<file path="config.mk">
export PLATFORM = sky130hd
export DESIGN_NAME = ipvs_top
export DESIGN_NICKNAME = d
export VERILOG_FILES = /design/src/design/ipvs_pkg.sv /design/src/design/ipvs_arbiter.sv /design/src/design/ipvs_top.sv
export SDC_FILE = /design/constraint.sdc
export NUM_CORES = 1
export LEC_CHECK = 0
export BUFFER_PORTS_ARGS = -buffer_cell sky130_fd_sc_hd__buf_2
export CORE_MARGIN = 2
export CORE_UTILIZATION = 65
export CTS_CLUSTER_DIAMETER = 120
export CTS_CLUSTER_SIZE = 40
export DETAILED_ROUTE_END_ITERATION = 10
export GPL_TIMING_DRIVEN = 0
export PLACE_DENSITY = 0.86
export SYNTH_ARGS = -nofsm -noshare
export SYNTH_HDL_FRONTEND = slang
export SYNTH_SLANG_ARGS = --single-unit
</file>
<file path="constraint.sdc">
create_clock -name clk_sys_in -period 16.85 [get_ports clk_sys_in]
set_input_delay 3.37 -clock clk_sys_in [delete_from_list [all_inputs] [get_ports clk_sys_in]]
set_output_delay 3.37 -clock clk_sys_in [all_outputs]
set_load 0.03 [all_outputs]
</file>
<file path="src/design/ipvs_pkg.sv">
// package: register map, field layout, reset values and sizes of the
// interrupt priority and vector status block.
// assumes a 16-bit register port with a word index for the address.
package ipvs_pkg;

  // ****************************************
  // sizes
  // ****************************************
  localparam int unsigned NUM_TRAP   = 4;
  localparam int unsigned NUM_USER   = 4;
  localparam int unsigned NUM_SRC    = NUM_TRAP + NUM_USER;
  localparam int unsigned IDX_W      = 3;
  localparam int unsigned LVL_W      = 4;
  localparam int unsigned PRIO_W     = 3;
  localparam int unsigned ADDR_W     = 4;
  localparam int unsigned DATA_W     = 16;
  localparam int unsigned STACK_D    = 16;
  localparam int unsigned SP_W       = 5;
  localparam int unsigned BLOCK_W    = 14;

  // ****************************************
  // register indices
  // ****************************************
  localparam logic [3:0] REG_INTERRUPT_CONTROL_ONE   = 4'h0;
  localparam logic [3:0] REG_FLAG_STATUS_REGS        = 4'h1;
  localparam logic [3:0] REG_ENABLE_CONTROL_REGS     = 4'h2;
  localparam logic [3:0] REG_PRIORITY_CONTROL_REGS   = 4'h3;
  localparam logic [3:0] REG_ADC_PAIR6_PRIORITY      = 4'h4;
  localparam logic [3:0] REG_LEVEL_VECTOR_STATUS     = 4'h5;
  localparam logic [3:0] REG_LOW_STATUS_BYTE         = 4'h6;
  localparam logic [3:0] REG_TIMED_INTERRUPT_BLOCK   = 4'h7;

  // ****************************************
  // field positions
  // ****************************************
  localparam int unsigned NESTING_DISABLE_BIT = 15;
  localparam int unsigned TRAP_FLAG_LSB       = 1;
  localparam int unsigned STATUS_LEVEL_LSB    = 8;
  localparam int unsigned STATUS_VECTOR_LSB   = 0;
  localparam int unsigned STATUS_VECTOR_W     = 7;
  localparam int unsigned LOW_LEVEL_LSB       = 5;
  localparam int unsigned PRIO_FIELD_STRIDE   = 4;
  localparam int unsigned PAIR6_USER_IDX      = 3;

  // ****************************************
  // reset values and fixed levels
  // ****************************************
  localparam logic [2:0] PRIO_RESET      = 3'h4;
  localparam logic [2:0] PRIO_OFF        = 3'h0;
  localparam logic [2:0] PRIO_TOP_USER   = 3'h7;
  localparam logic [3:0] LEVEL_RESET     = 4'h0;
  localparam logic [3:0] LEVEL_USER_MAX  = 4'h7;
  // trap i sits at level 15 - i, all within 8..15
  localparam logic [3:0] TRAP_LEVEL_TOP  = 4'hF;
  localparam logic [15:0] DATA_ZERO      = 16'h0000;

endpackage : ipvs_pkg

</file>
<file path="src/design/ipvs_arbiter.sv">
// file: priority pick among the eligible interrupt entries.
// assumes entry index equals vector field; lower index is lower vector.
`timescale 1ns/10ps
module ipvs_arbiter
  import ipvs_pkg::*;
(
  input  wire logic [ipvs_pkg::NUM_SRC-1:0]             eligible_in,
  input  wire logic [ipvs_pkg::NUM_SRC*ipvs_pkg::LVL_W-1:0] level_in,
  output logic                                          found_out,
  output logic [ipvs_pkg::IDX_W-1:0]                    index_out,
  output logic [ipvs_pkg::LVL_W-1:0]                    level_out
);
  import ipvs_pkg::*;

  // ****************************************
  // search
  // ****************************************
  always_comb begin
    found_out = 1'b0;
    index_out = '0;
    level_out = '0;
    // strict greater keeps the first (lowest) index on ties
    for (int i = 0; i < NUM_SRC; i++) begin
      if (eligible_in[i] && (!found_out || level_in[i*LVL_W +: LVL_W] > level_out)) begin
        found_out = 1'b1;
        index_out = IDX_W'(i);
        level_out = level_in[i*LVL_W +: LVL_W];
      end
    end
  end

endmodule // ipvs_arbiter

</file>
<file path="src/design/ipvs_top.sv">
// file: interrupt priority, nesting, masking and vector status logic.
// assumes a cpu core that takes the offered vector with a one-cycle
// take pulse and signals each return with a one-cycle return pulse.
//
// Behaviour
// - pair 6 done priority: 3 bits, 7 highest, 1 lowest, 0 disables.
// - every user priority field resets to level 4.
// - status bits 11:8 show current cpu level, read only.
// - status bits 6:0 show pending vector minus eight, read only.
// - nesting disable bit 15 stops user-source preemption of a routine in service; traps still preempt.
// - user request only with flag set, enable set, priority non-zero.
// - user flag holds until software clears; a held flag is retaken.
// - trap flags hold until cleared; a held trap is retaken.
// - return restores previous cpu level and low status byte at once.
// - cpu level 7 in the low status byte masks all user sources.
// - traps sit at levels 12 to 15 and are never masked.
// - timed block masks levels 1 to 6; level 7 still interrupts.
// - pair 6 priority register bits 15:3 read zero, writes ignored.
`timescale 1ns/10ps
module ipvs_top
  import ipvs_pkg::*;
(
  input  wire logic                           clk_sys_in,
  input  wire logic                           rst_n_in,
  input  wire logic [ipvs_pkg::ADDR_W-1:0]    reg_addr_in,
  input  wire logic [ipvs_pkg::DATA_W-1:0]    reg_wdata_in,
  input  wire logic                           reg_write_in,
  input  wire logic                           reg_read_in,
  output logic      [ipvs_pkg::DATA_W-1:0]    reg_rdata_out,
  input  wire logic [ipvs_pkg::NUM_USER-1:0]  user_event_in,
  input  wire logic [ipvs_pkg::NUM_TRAP-1:0]  trap_event_in,
  input  wire logic                           cpu_take_in,
  input  wire logic                           cpu_return_in,
  output logic                                irq_request_out,
  output logic      [ipvs_pkg::IDX_W-1:0]     irq_vector_index_out,
  output logic      [ipvs_pkg::LVL_W-1:0]     irq_level_out,
  output logic      [ipvs_pkg::LVL_W-1:0]     current_cpu_level_out
);
  import ipvs_pkg::*;

  // ****************************************
  // reset release
  // ****************************************
  logic rst_meta;
  logic rst_n;

  always_ff @(posedge clk_sys_in or negedge rst_n_in) begin
    if (!rst_n_in) begin
      rst_meta <= 1'b0;
      rst_n    <= 1'b0;
    end else begin
      rst_meta <= 1'b1;
      rst_n    <= rst_meta;
    end
  end

  // ****************************************
  // state
  // ****************************************
  logic                      nesting_disable;
  logic [NUM_TRAP-1:0]       trap_flags;
  logic [NUM_USER-1:0]       user_flags;
  logic [NUM_USER-1:0]       user_enables;
  logic [PRIO_W-1:0]         user_prio [NUM_USER];
  logic [LVL_W-1:0]          current_cpu_level;
  logic [LVL_W-1:0]          level_stack [STACK_D];
  logic [SP_W-1:0]           stack_ptr;
  logic [BLOCK_W-1:0]        block_count;
  logic [DATA_W-1:0]         rdata;

  logic                      next_nesting_disable;
  logic [NUM_TRAP-1:0]       next_trap_flags;
  logic [NUM_USER-1:0]       next_user_flags;
  logic [NUM_USER-1:0]       next_user_enables;
  logic [PRIO_W-1:0]         next_user_prio [NUM_USER];
  logic [LVL_W-1:0]          next_current_cpu_level;
  logic [LVL_W-1:0]          next_level_stack [STACK_D];
  logic [SP_W-1:0]           next_stack_ptr;
  logic [BLOCK_W-1:0]        next_block_count;
  logic [DATA_W-1:0]         next_rdata;

  // ****************************************
  // eligibility
  // ****************************************
  logic [NUM_SRC-1:0]        eligible;
  logic [NUM_SRC*LVL_W-1:0]  src_level;
  logic                      win_found;
  logic [IDX_W-1:0]          win_index;
  logic [LVL_W-1:0]          win_level;
  logic                      in_service;
  logic                      block_active;
  logic                      take;

  assign in_service   = (stack_ptr != '0);
  assign block_active = (block_count != '0);

  genvar g;
  generate
    for (g = 0; g < NUM_TRAP; g++) begin : gen_trap
      localparam logic [LVL_W-1:0] TLVL = TRAP_LEVEL_TOP - LVL_W'(g);
      assign src_level[g*LVL_W +: LVL_W] = TLVL;
      // no mask, block or nesting term reaches a trap
      assign eligible[g] = trap_flags[g] && (TLVL > current_cpu_level);
    end
    for (g = 0; g < NUM_USER; g++) begin : gen_user
      localparam int unsigned S = NUM_TRAP + g;
      assign src_level[S*LVL_W +: LVL_W] = {1'b0, user_prio[g]};
      assign eligible[S] = user_flags[g] && user_enables[g]
                         && (user_prio[g] != PRIO_OFF)
                         && ({1'b0, user_prio[g]} > current_cpu_level)
                         && !(block_active && user_prio[g] != PRIO_TOP_USER)
                         && !(nesting_disable && in_service);
    end
  endgenerate

  ipvs_arbiter u_arbiter (
    .eligible_in (eligible),
    .level_in    (src_level),
    .found_out   (win_found),
    .index_out   (win_index),
    .level_out   (win_level)
  );

  assign take = cpu_take_in && win_found && (stack_ptr != SP_W'(STACK_D));

  // ****************************************
  // next state
  // ****************************************
  always_comb begin
    next_nesting_disable   = nesting_disable;
    next_trap_flags        = trap_flags;
    next_user_flags        = user_flags;
    next_user_enables      = user_enables;
    next_user_prio         = user_prio;
    next_current_cpu_level = current_cpu_level;
    next_level_stack       = level_stack;
    next_stack_ptr         = stack_ptr;

    if (reg_write_in) begin
      case (reg_addr_in)
        REG_INTERRUPT_CONTROL_ONE: begin
          next_nesting_disable = reg_wdata_in[NESTING_DISABLE_BIT];
          next_trap_flags      = reg_wdata_in[TRAP_FLAG_LSB +: NUM_TRAP];
        end
        REG_FLAG_STATUS_REGS: begin
          next_user_flags = reg_wdata_in[NUM_USER-1:0];
        end
        REG_ENABLE_CONTROL_REGS: begin
          next_user_enables = reg_wdata_in[NUM_USER-1:0];
        end
        REG_PRIORITY_CONTROL_REGS: begin
          for (int i = 0; i < NUM_USER; i++) begin
            if (i != PAIR6_USER_IDX) begin
              next_user_prio[i] = reg_wdata_in[i*PRIO_FIELD_STRIDE +: PRIO_W];
            end
          end
        end
        REG_ADC_PAIR6_PRIORITY: begin
          // upper bits have no storage at all
          next_user_prio[PAIR6_USER_IDX] = reg_wdata_in[PRIO_W-1:0];
        end
        REG_LOW_STATUS_BYTE: begin
          next_current_cpu_level = {1'b0, reg_wdata_in[LOW_LEVEL_LSB +: PRIO_W]};
        end
        default: begin
          // status, timed block and unmapped indices: not this group
        end
      endcase
    end

    // hardware set wins over a software clear in the same cycle
    next_user_flags = next_user_flags | user_event_in;
    next_trap_flags = next_trap_flags | trap_event_in;

    // a take and a return never share a cycle on a sane core; take wins
    if (take) begin
      next_level_stack[stack_ptr[SP_W-2:0]] = current_cpu_level;
      next_stack_ptr         = stack_ptr + SP_W'(1);
      next_current_cpu_level = win_level;
    end else if (cpu_return_in && in_service) begin
      // flags are left alone so a still-set flag is offered again
      next_stack_ptr         = stack_ptr - SP_W'(1);
      next_current_cpu_level = level_stack[next_stack_ptr[SP_W-2:0]];
    end
  end

  // ****************************************
  // timed block counter
  // ****************************************
  // a reload while counting restarts the whole window
  // traps and level 7 sources ignore the window, see eligibility
  always_comb begin
    next_block_count = block_active ? block_count - BLOCK_W'(1) : block_count;
    if (reg_write_in && reg_addr_in == REG_TIMED_INTERRUPT_BLOCK) begin
      next_block_count = reg_wdata_in[BLOCK_W-1:0];
    end
  end

  always_ff @(posedge clk_sys_in or negedge rst_n) begin
    if (!rst_n) begin
      block_count <= '0;
    end else begin
      block_count <= next_block_count;
    end
  end

  // ****************************************
  // read data
  // ****************************************
  // registered so the port answers one cycle after the strobe
  always_comb begin
    next_rdata = DATA_ZERO;
    if (reg_read_in) begin
      case (reg_addr_in)
        REG_INTERRUPT_CONTROL_ONE: begin
          next_rdata[NESTING_DISABLE_BIT]         = nesting_disable;
          next_rdata[TRAP_FLAG_LSB +: NUM_TRAP]   = trap_flags;
        end
        REG_FLAG_STATUS_REGS: begin
          next_rdata[NUM_USER-1:0] = user_flags;
        end
        REG_ENABLE_CONTROL_REGS: begin
          next_rdata[NUM_USER-1:0] = user_enables;
        end
        REG_PRIORITY_CONTROL_REGS: begin
          for (int i = 0; i < NUM_USER; i++) begin
            if (i != PAIR6_USER_IDX) begin
              next_rdata[i*PRIO_FIELD_STRIDE +: PRIO_W] = user_prio[i];
            end
          end
        end
        REG_ADC_PAIR6_PRIORITY: begin
          next_rdata[PRIO_W-1:0] = user_prio[PAIR6_USER_IDX];
        end
        REG_LEVEL_VECTOR_STATUS: begin
          next_rdata[STATUS_LEVEL_LSB +: LVL_W] = current_cpu_level;
          next_rdata[STATUS_VECTOR_LSB +: STATUS_VECTOR_W] =
            STATUS_VECTOR_W'(win_index);
        end
        REG_LOW_STATUS_BYTE: begin
          // trap levels above 7 still show as 7 in the three bits
          next_rdata[LOW_LEVEL_LSB +: PRIO_W] = (current_cpu_level > LEVEL_USER_MAX) ?
            PRIO_TOP_USER : current_cpu_level[PRIO_W-1:0];
        end
        REG_TIMED_INTERRUPT_BLOCK: begin
          next_rdata[BLOCK_W-1:0] = block_count;
        end
        default: begin
          next_rdata = DATA_ZERO;
        end
      endcase
    end
  end

  // ****************************************
  // registers
  // ****************************************
  always_ff @(posedge clk_sys_in or negedge rst_n) begin
    if (!rst_n) begin
      nesting_disable   <= 1'b0;
      trap_flags        <= '0;
      user_flags        <= '0;
      user_enables      <= '0;
      for (int i = 0; i < NUM_USER; i++) begin
        user_prio[i] <= PRIO_RESET;
      end
      current_cpu_level <= LEVEL_RESET;
      for (int i = 0; i < STACK_D; i++) begin
        level_stack[i] <= LEVEL_RESET;
      end
      stack_ptr         <= '0;
    end else begin
      nesting_disable   <= next_nesting_disable;
      trap_flags        <= next_trap_flags;
      user_flags        <= next_user_flags;
      user_enables      <= next_user_enables;
      user_prio         <= next_user_prio;
      current_cpu_level <= next_current_cpu_level;
      level_stack       <= next_level_stack;
      stack_ptr         <= next_stack_ptr;
    end
  end

  // zero outside the answer cycle, so a stale word is never seen
  always_ff @(posedge clk_sys_in or negedge rst_n) begin
    if (!rst_n) begin
      rdata <= DATA_ZERO;
    end else begin
      rdata <= next_rdata;
    end
  end

  // ****************************************
  // outputs
  // ****************************************
  assign reg_rdata_out         = rdata;
  assign irq_request_out       = win_found;
  assign irq_vector_index_out  = win_index;
  assign irq_level_out         = win_level;
  assign current_cpu_level_out = current_cpu_level;

endmodule // ipvs_top

</file>
==> impl_metrics.py, run 1 <==
metrics = {
    "floorplanning": {
        "die_h_microns": 110,
        "core_sq_mm": 0.0108,
        "num_io_pins": 62,
        "die_x_microns": 110,
        "design.die.area_sq_mm": 0.0120,
        "start_util_pct": 66.9,
        "row_count": 38,
    },
    "timing": {
        "final-hold-violation-count": 0,
        "fin_hold_ws_ps": 355,
        "fin_crit_ps": 11590,
        "worst_slack_ps": 5260,
        "tns_ps": 0,
        "fin_crit_sh_pct": 68.8,
        "max_slew.worst_pin.slew_ps": 1130,
        "setup_viol": 0,
        "fin_skew_ps": 5.43,
        "drv_slew": 0,
        "max_freq_mhz": 86.3,
        "slew_headroom_pct": 23.8,
        "rsz0062_at_grt": "no",
    },
    "synth": {
        "yosysWarnings": 0,
        "synth-seq-cells": 129,
        "synth_area_leader_cell": "dfrtp_1",
        "synth_area_per_cell_sq_um": 11.1,
        "ys_top_cells_by_area": "dfrtp_1, mux2_2, mux4_2",
        "synth_fp_nets": 711,
        "synth_edf_count": 0,
        "syn-cell-area_sq_mm": 0.00725,
        "yosysMostFrequentCell": "dfrtp_1",
        "synthArstFlopShare_pct": 100,
        "ys.flop_type": "dfrtp_1",
        "yosysSeqAreaShare_pct": 44.6,
        "synth_top_area_share_pct": 43.2,
        "synthTopCellsByCount": "dfrtp_1, nand2_1, mux2_2",
        "netlist-cell-type-count": 75,
        "syn_inst": 650,
    },
    "grt": {
        "antenna_found_initial": 0,
        "grt_max_degree": 70,
        "grt_pass1_vias": 5884,
        "grt_overflow": 0,
        "grt_pass1_wl_microns": 30600,
        "grt.total_usage_pct": 34.7,
    },
    "clocking": {
        "htree_levels": 4,
        "cts_buffer_depth": 2,
        "clock_latency_ps": 540,
        "numCtsBuffers": 17,
        "cts_root_buf": "clkbuf_8",
        "path_clk_slew_ps": 60,
        "hold_buffers": 0,
        "post_cts_resized": 0,
        "cts_setup_buffers": 0,
        "cts_tree": "yes",
        "clock-sinks": 129,
    },
    "power": {
        "p_per_area_mw_per_mm2": 183,
        "peakVddDrop_uv": 132,
        "p_leak_nw": 3.72,
    },
    "detailed_routing": {
        "viasPerCell": 6.62,
        "dr.pass1.iters": 7,
        "drt_iter0_markers": 683,
        "drc": 0,
        "wl_per_cell_microns": 22.0,
        "vias": 5834,
        "final_antenna_net_count": 0,
        "drt_wl_total_microns": 19400,
    },
    "setup_path": {
        "cp-end-kind": "output port",
        "start_kind": "register",
        "cp_max_fo": 10,
        "arrival_ps": 8220,
        "required_ps": 13480,
        "r2r_cells": 27,
        "crit_type": "reg -> out",
    },
    "hold_path": {
        "whs_path_depth": 0,
        "hold_class": "reg -> reg",
    },
    "run": {
        "drv_cap": 0,
    },
    "place": {
        "placedCellCount": 850,
        "io_buffers": 59,
        "routabilityCongestion": 1.01,
        "pre_cts_slack_ps": 5920,
        "post_dp_cell_area_sq_mm": 0.00775,
        "post-dp-hpwl_microns": 13800,
    },
    "final_layout": {
        "area_growth_pct": 15.3,
        "fin_nets": 790,
        "layout-drive-gt1-share_pct": 28.1,
        "n_antenna_cell": 0,
        "final_cell_area_sq_mm": 0.00836,
        "stdcell_count": 881,
    },
    "outcome": {
        "status": "completed",
    },
}
## power breakdown
group	total, mW	switching (mW)	internal (mW)
combinational	0.628	0.333	0.296
sequential	0.522	0.0998	0.423
clock	0.375	0.134	0.241
## final timing paths
kind / from / slack (ps) / end
hold reg to reg: rst_meta / 360 / rst_n
min in group asynchronous: rst_n / 410 / user_enables[0]
hold / removal: rst_meta / 360 / rst_n
max in group asynchronous: rst_n_in / 14140 / rst_n
setup reg to reg: stack_ptr[0] / 9060 / current_cpu_level_out[0]
setup / recovery: stack_ptr[0] / 5260 / irq_level_out[2]
## critical path: stages, from the launching register on
cell       delay [ps]
dfrtp_1           400
clkbuf_1          380
buf_2             380
inv_1             190
ha_1              290
or4b_4            550
a21o_1            280
a2111oi_4         430
a31oi_1           190
ha_1              330
nor2b_1           130
o21ai_0            80
a32oi_1           360
o211ai_4          160
mux2_4            340
ha_1              300
a21o_1            180
a21oi_1           150
a31oi_1            70
o21bai_2          300
mux2_4            370
ha_1              300
nor2b_1           130
o21a_1            110
o21ai_0            70
a21oi_1           560
mux2_2            460
buf_2             190
## stage by stage
stage	power, mW	utilization (%)
global placement	1.09	71.2
global route	1.60	77.1
floorplan	0.954	-
detailed placement	1.13	71.5
CTS	1.51	77.0
finish	1.53	77.1
## registers in the layout, indices dropped and copies added, names as in the netlist
| register | count |
|---|---|
| rst_meta | 1 |
| user_flags | 4 |
| nesting_disable | 1 |
| block_count | 14 |
| current_cpu_level_out | 4 |
| src_level | 12 |
| stack_ptr | 5 |
| rst_n | 1 |
| reg_rdata_out | 15 |
| user_enables | 4 |
| level_stack | 64 |
| trap_flags | 4 |
## kinds of logic after synthesis
logic type / Yosys count / synth area share [%]
flip-flops: 129 / 44.6
XOR/XNOR: 16 / 1.93
AO/OA/AOI/OAI: 132 / 12.7
adder cells (fa/ha/maj): 27 / 4.66
multiplexers: 93 / 18.5
AND/OR/NAND/NOR: 198 / 14.4
other: 2 / 0.104
buffers and inverters: 53 / 3.11
## layer usage
layer	share of wire, %	up-vias	global-route usage, %
li1	-	2553	-
met1	41	2902	46.2
met2	46	316	52.2
met3	10	63	11.7
met4	2.8	0	14.6
met5	0	-	0
## placed cells by master, fill, tap and decap left out, drive strengths merged, types with 23 or more instances in the layout
cell type	count
inv	23
clkbuf	46
a21oi	27
dfrtp	125
o21ai	41
ha	27
buf	68
nor2	34
nand3	26
mux2	64
nand2	63
## area by class of cell
type	count	area, sq um
fill	659	2480
clock inverter	8	126
clock buffer	23	477
multi-input combinational	468	3790
tap	140	175
sequential	129	3240
timing repair buffer	60	323
buffer	31	143
inverter	22	82.6
Power figures use the tool's default switching activity.
==> inputs of run 2 (changes only) <==
- CORE_UTILIZATION: 65 -> 60
- PLACE_DENSITY: 0.86 -> 0.8
- clock period: 16.85 -> 12.05 ns (I/O delays scaled with it)
==> run 2 against run 1 <==
Effect of this change: via count down 1.5%; worst hold slack worse by 54 ps; register-to-register slack worse by 4900 ps; total power up 39%; cell count up 1.0%; die area up 8.0%; clock power up 41%; sequential share of layout area down 0.14 points.
==> impl_metrics.py, run 2 (synthesis gave the netlist of run 1 again) <==
metrics = {
    "timing": {
        "fin_crit_ps": 10590,
        "fin_skew_ps": 14.6,
        "max_slew.worst_pin.slew_ps": 960,
        "drv_slew": 0,
        "rsz0062_at_grt": "no",
        "max_freq_mhz": 94.4,
        "tns_ps": 0,
        "fin_crit_sh_pct": 87.9,
        "setup_viol": 0,
        "slew_headroom_pct": 35.5,
        "final-hold-violation-count": 0,
    },
    "final_layout": {
        "area_growth_pct": 15.8,
        "regMostFlops": "level_stack",
        "largest_reg_flops": 64,
        "fin_nets": 791,
        "final_common_cell": "dfrtp_1",
        "final_cell_area_sq_mm": 0.00839,
        "n_antenna_cell": 0,
        "layout-drive-gt1-share_pct": 28.3,
        "mostFrequentLayoutCells": "dfrtp_1, nand2_1, buf_2, mux2_2, o21ai_0",
    },
    "power": {
        "switching_share_pct": 37.3,
        "internal_power_mw": 1.33,
        "p_leak_nw": 3.73,
        "p_seq_share_pct": 34.1,
        "p_per_area_mw_per_mm2": 254,
        "clkPwrFrac_pct": 24.7,
        "peakVddDrop_uv": 205,
        "p_sw_uw": 794,
        "combPwrFrac_pct": 41.2,
    },
    "clocking": {
        "hold_buffers": 0,
        "htree_levels": 4,
        "cts_tree": "yes",
        "clock_latency_ps": 430,
        "cts_buffer_depth": 2,
        "cts_setup_buffers": 0,
        "cts_root_buf": "clkbuf_16",
        "path_clk_slew_ps": 60,
        "post_cts_resized": 0,
        "clock-sinks": 129,
        "numCtsBuffers": 17,
    },
    "floorplanning": {
        "start_util_pct": 60.8,
        "num_io_pins": 62,
        "core_sq_mm": 0.0119,
        "die_x_microns": 114,
        "die_h_microns": 114,
        "design.die.area_sq_mm": 0.0130,
        "row_count": 40,
    },
    "place": {
        "post_dp_cell_area_sq_mm": 0.00778,
        "post-dp-hpwl_microns": 14300,
        "io_buffers": 59,
        "routabilityCongestion": 0.943,
    },
    "detailed_routing": {
        "drc": 0,
        "drt_iter0_markers": 514,
        "vias": 5744,
        "dr.pass1.iters": 7,
        "final_antenna_net_count": 0,
        "drt_wl_total_microns": 19600,
        "viasPerCell": 6.45,
        "wl_per_cell_microns": 22.0,
    },
    "setup_path": {
        "crit_type": "reg -> out",
        "start_kind": "register",
        "cpPeakStageDelay_ps": 560,
        "required_ps": 9640,
        "crit_top_cell": "ha_1",
        "arrival_ps": 8180,
        "cp_max_fo": 10,
        "slowest_stage": "or4b_4",
        "cp-end-kind": "output port",
    },
    "run": {
        "drv_cap": 0,
    },
    "grt": {
        "grt_pass1_wl_microns": 31200,
        "antenna_found_initial": 0,
        "grt_pass1_vias": 5752,
        "grt_overflow": 0,
        "grt_max_degree": 51,
        "grt.total_usage_pct": 31.8,
    },
    "hold_path": {
        "hold_class": "reg -> async",
    },
    "outcome": {
        "status": "completed",
    },
}
## run 2: cell count changes in the layout (fill, tap and decap cells not counted), sizes merged
| cell | delta |
|---|---|
| clkinv | +2 |
| clkinvlp | +2 |
| clkbuf | -3 |
| buf | +1 |
## run 2: final timing paths
check / cells past startpoint / slack (ps) / to / startpoint
hold reg to reg: 0 / 300 / level_stack[61] / rst_n
setup reg to reg: 27 / 4160 / current_cpu_level_out[0] / stack_ptr[0]
hold / removal: 0 / 300 / level_stack[61] / rst_n
max in group asynchronous: 1 / 10180 / rst_n / rst_n_in
setup / recovery: 27 / 1460 / irq_level_out[2] / stack_ptr[0]
min in group clk_sys_in: 0 / 360 / rst_n / rst_meta
## run 2: per-stage QoR
stage	instances	hold slack (ps)	util [%]	worst slack [ps]	total power, mW
floorplan	650	331	-	3140	1.33
global placement	856	340	64.9	2220	1.54
detailed placement	858	321	65.3	1970	1.58
CTS	890	324	70.4	1490	2.12
global route	890	347	70.4	1100	2.24
finish	890	301	70.4	1460	2.13
## run 2: critical path, delay by kind of cell (launching register included)
family,cells,cell delay (ps)
adders and majority gates,4,1210
AOI/OAI and AO/OA,13,3010
DFF,1,400
muxes,3,1130
and+or+nand+nor,3,820
buffers and inverters,4,1150
## run 2: area by class of cell
type / count / area, sq um
Multi-Input combinational cell: 468 / 3790
Fill cell: 852 / 3520
Sequential cell: 129 / 3240
Clock buffer: 20 / 447
Timing Repair Buffer: 61 / 343
Tap cell: 147 / 184
Clock inverter: 12 / 159
Buffer: 31 / 143
Inverter: 22 / 82.6
## run 2: power groups by stage
stage                     Clock (mW)  Combinational, mW  Sequential (mW)
after floorplan                    0              0.636            0.698
after global placement             0              0.819            0.717
after detailed placement           0              0.858            0.725
after CTS                      0.532              0.868            0.721
after global routing           0.549              0.944            0.745
final                          0.527              0.877            0.725
## run 2: routing by layer
metal / global-route usage (%) / vias to the layer above / part of all wire (%)
met5: 0 / - / 0
li1: - / 2562 / -
met3: 6.75 / 45 / 6.5
met2: 53.0 / 256 / 50
met4: 12.8 / 0 / 2.7
met1: 41.0 / 2881 / 41
==> inputs of run 3 (changes only) <==
--- a/config.mk
+++ b/config.mk
@@ -8,4 +8,6 @@
 export BUFFER_PORTS_ARGS = -buffer_cell sky130_fd_sc_hd__buf_2
+export CELL_PAD_IN_SITES_DETAIL_PLACEMENT = 1
+export CELL_PAD_IN_SITES_GLOBAL_PLACEMENT = 1
 export CORE_MARGIN = 2
-export CORE_UTILIZATION = 60
+export CORE_UTILIZATION = 48
 export CTS_CLUSTER_DIAMETER = 120
@@ -14,3 +16,4 @@
 export GPL_TIMING_DRIVEN = 0
-export PLACE_DENSITY = 0.8
+export PLACE_DENSITY_LB_ADDON = 0.1
+export SKIP_LAST_GASP = 1
 export SYNTH_ARGS = -nofsm -noshare
--- a/constraint.sdc
+++ b/constraint.sdc
@@ -3,2 +3,2 @@
 set_output_delay 2.41 -clock clk_sys_in [all_outputs]
-set_load 0.03 [all_outputs]
+set_load 0.005 [all_outputs]
==> run 3 against run 2 <==
Effect of this change: die area increased by 24%; clock-buffer cell count is 4 higher; maximum frequency rose by 0.69%; sequential cell count is the same; largest cell class unchanged.
==> impl_metrics.py, run 3 (synthesis gave the netlist of run 1 again) <==
metrics = {
    "outcome": {
        "status": "completed",
    },
    "timing": {
        "final-hold-violation-count": 0,
        "rsz0062_at_grt": "no",
        "max_freq_mhz": 95.0,
        "slew_headroom_pct": 23.3,
        "drv_slew": 0,
        "fin_skew_ps": 10.6,
        "fin_crit_sh_pct": 87.3,
        "setup_viol": 0,
        "max_slew.worst_pin.slew_ps": 1140,
        "fin_hold_ws_ps": 348,
        "tns_ps": 0,
        "fin_crit_ps": 10520,
    },
    "final_layout": {
        "fin_util_pct": 57.9,
        "layout-drive-gt1-share_pct": 28.0,
        "fin_nets": 791,
        "mostFrequentLayoutCells": "dfrtp_1, nand2_1, buf_2, mux2_2, o21ai_0",
        "regMostFlops": "level_stack",
        "fillers": 1571,
        "largest_reg_flops": 64,
        "n_antenna_cell": 0,
        "final_cell_area_sq_mm": 0.00847,
        "area_growth_pct": 16.9,
        "final_common_cell": "dfrtp_1",
    },
    "detailed_routing": {
        "vias": 5752,
        "dr.pass1.iters": 5,
        "drt_iter0_markers": 395,
        "drc": 0,
        "drt_wl_total_microns": 22200,
        "wl_per_cell_microns": 23.9,
        "viasPerCell": 6.20,
        "final_antenna_net_count": 0,
    },
    "grt": {
        "grt_max_degree": 72,
        "grt_pass1_vias": 6269,
        "grt_overflow": 0,
        "antenna_found_initial": 0,
        "grt.total_usage_pct": 29.3,
        "grt_pass1_wl_microns": 35600,
    },
    "floorplanning": {
        "design.die.area_sq_mm": 0.0161,
        "core_sq_mm": 0.0146,
        "die_h_microns": 127,
        "start_util_pct": 49.5,
        "die_x_microns": 127,
        "row_count": 44,
        "num_io_pins": 62,
    },
    "hold_path": {
        "hold_class": "reg -> reg",
        "hp-start": "rst_meta",
        "whs_path_depth": 0,
        "hold-path-endpoint": "rst_n",
    },
    "setup_path": {
        "required_ps": 9640,
        "cp_max_fo": 10,
        "start_kind": "register",
        "r2r_cells": 27,
        "cp-end-kind": "output port",
        "crit_type": "reg -> out",
        "arrival_ps": 8110,
        "r2r_start": "stack_ptr[0]",
        "r2r-end": "current_cpu_level_out[0]",
        "rrSetupSlack_ps": 4220,
    },
    "clocking": {
        "clock_latency_ps": 430,
        "htree_levels": 4,
        "cts_buffer_depth": 2,
        "hold_buffers": 0,
        "cts_root_buf": "clkbuf_16",
        "path_clk_slew_ps": 60,
        "post_cts_resized": 0,
        "numCtsBuffers": 17,
        "clock-sinks": 129,
        "cts_tree": "yes",
        "cts_setup_buffers": 0,
    },
    "place": {
        "post-dp-hpwl_microns": 16200,
        "io_buffers": 59,
        "post_dp_cell_area_sq_mm": 0.00780,
        "routabilityCongestion": 0.924,
    },
    "power": {
        "p_leak_nw": 3.77,
        "p_per_area_mw_per_mm2": 260,
        "p_total_mw": 2.20,
        "peakVddDrop_uv": 126,
    },
    "run": {
        "drv_cap": 0,
    },
}
-- run 3: worst max-delay path, stage by stage, from the launching register on --
cell	delay, ps
dfrtp_1	410
clkbuf_1	380
buf_2	390
inv_1	190
ha_1	300
or4b_4	560
a21o_1	280
a2111oi_4	410
a31oi_1	200
ha_1	330
nor2b_1	130
o21ai_0	80
a32oi_1	380
o211ai_4	160
mux2_4	340
ha_1	300
a21o_1	180
a21oi_1	140
a31oi_1	70
o21bai_2	310
mux2_4	370
ha_1	290
nor2b_1	140
o21a_1	120
o21ai_0	80
a21oi_1	550
mux2_2	450
buf_2	140
-- run 3: worst max path at each step --
stage                             endpoint  depth (start not counted)          from
after detailed placement  irq_level_out[2]                         27  stack_ptr[0]
after floorplan           irq_level_out[2]                         26  stack_ptr[0]
after CTS                 irq_level_out[2]                         27  stack_ptr[0]
final                     irq_level_out[2]                         27  stack_ptr[0]
after global placement    irq_level_out[2]                         27  stack_ptr[0]
after global routing      irq_level_out[2]                         27  stack_ptr[0]
-- run 3: routing by layer --
metal	track usage, %	vias to the layer above	wire length [microns]	share of wire [%]
met5	0	-	0	0
met4	8.66	0	371	1.7
met3	6.24	35	1220	5.5
met2	45.3	178	10100	46
met1	41.9	2979	10500	47
li1	-	2560	-	-
-- run 3: layout make-up --
type / instances / area (sq um) / area share (%)
buffer: 31 / 143 / 1.68
clock buffer: 24 / 492 / 5.80
clock inverter: 8 / 173 / 2.04
inverter: 22 / 82.6 / 0.975
multi-input combinational: 468 / 3790 / 44.7
sequential: 129 / 3240 / 38.2
tap: 184 / 230 / 2.72
timing repair buffer: 61 / 328 / 3.87
-- run 3: report_power, final --
part / switching, mW / internal (mW) / total, mW / leakage [nW]
registers: 0.142 / 0.591 / 0.733 / 1.54
logic: 0.466 / 0.414 / 0.879 / 1.90
clock network: 0.203 / 0.390 / 0.593 / 0.325
-- run 3: per-stage QoR --
step	setup slack (ps)	cells
after floorplan	3210	650
after global placement	2140	893
after detailed placement	1980	894
after CTS	1510	926
after global routing	993	927
final	1530	927
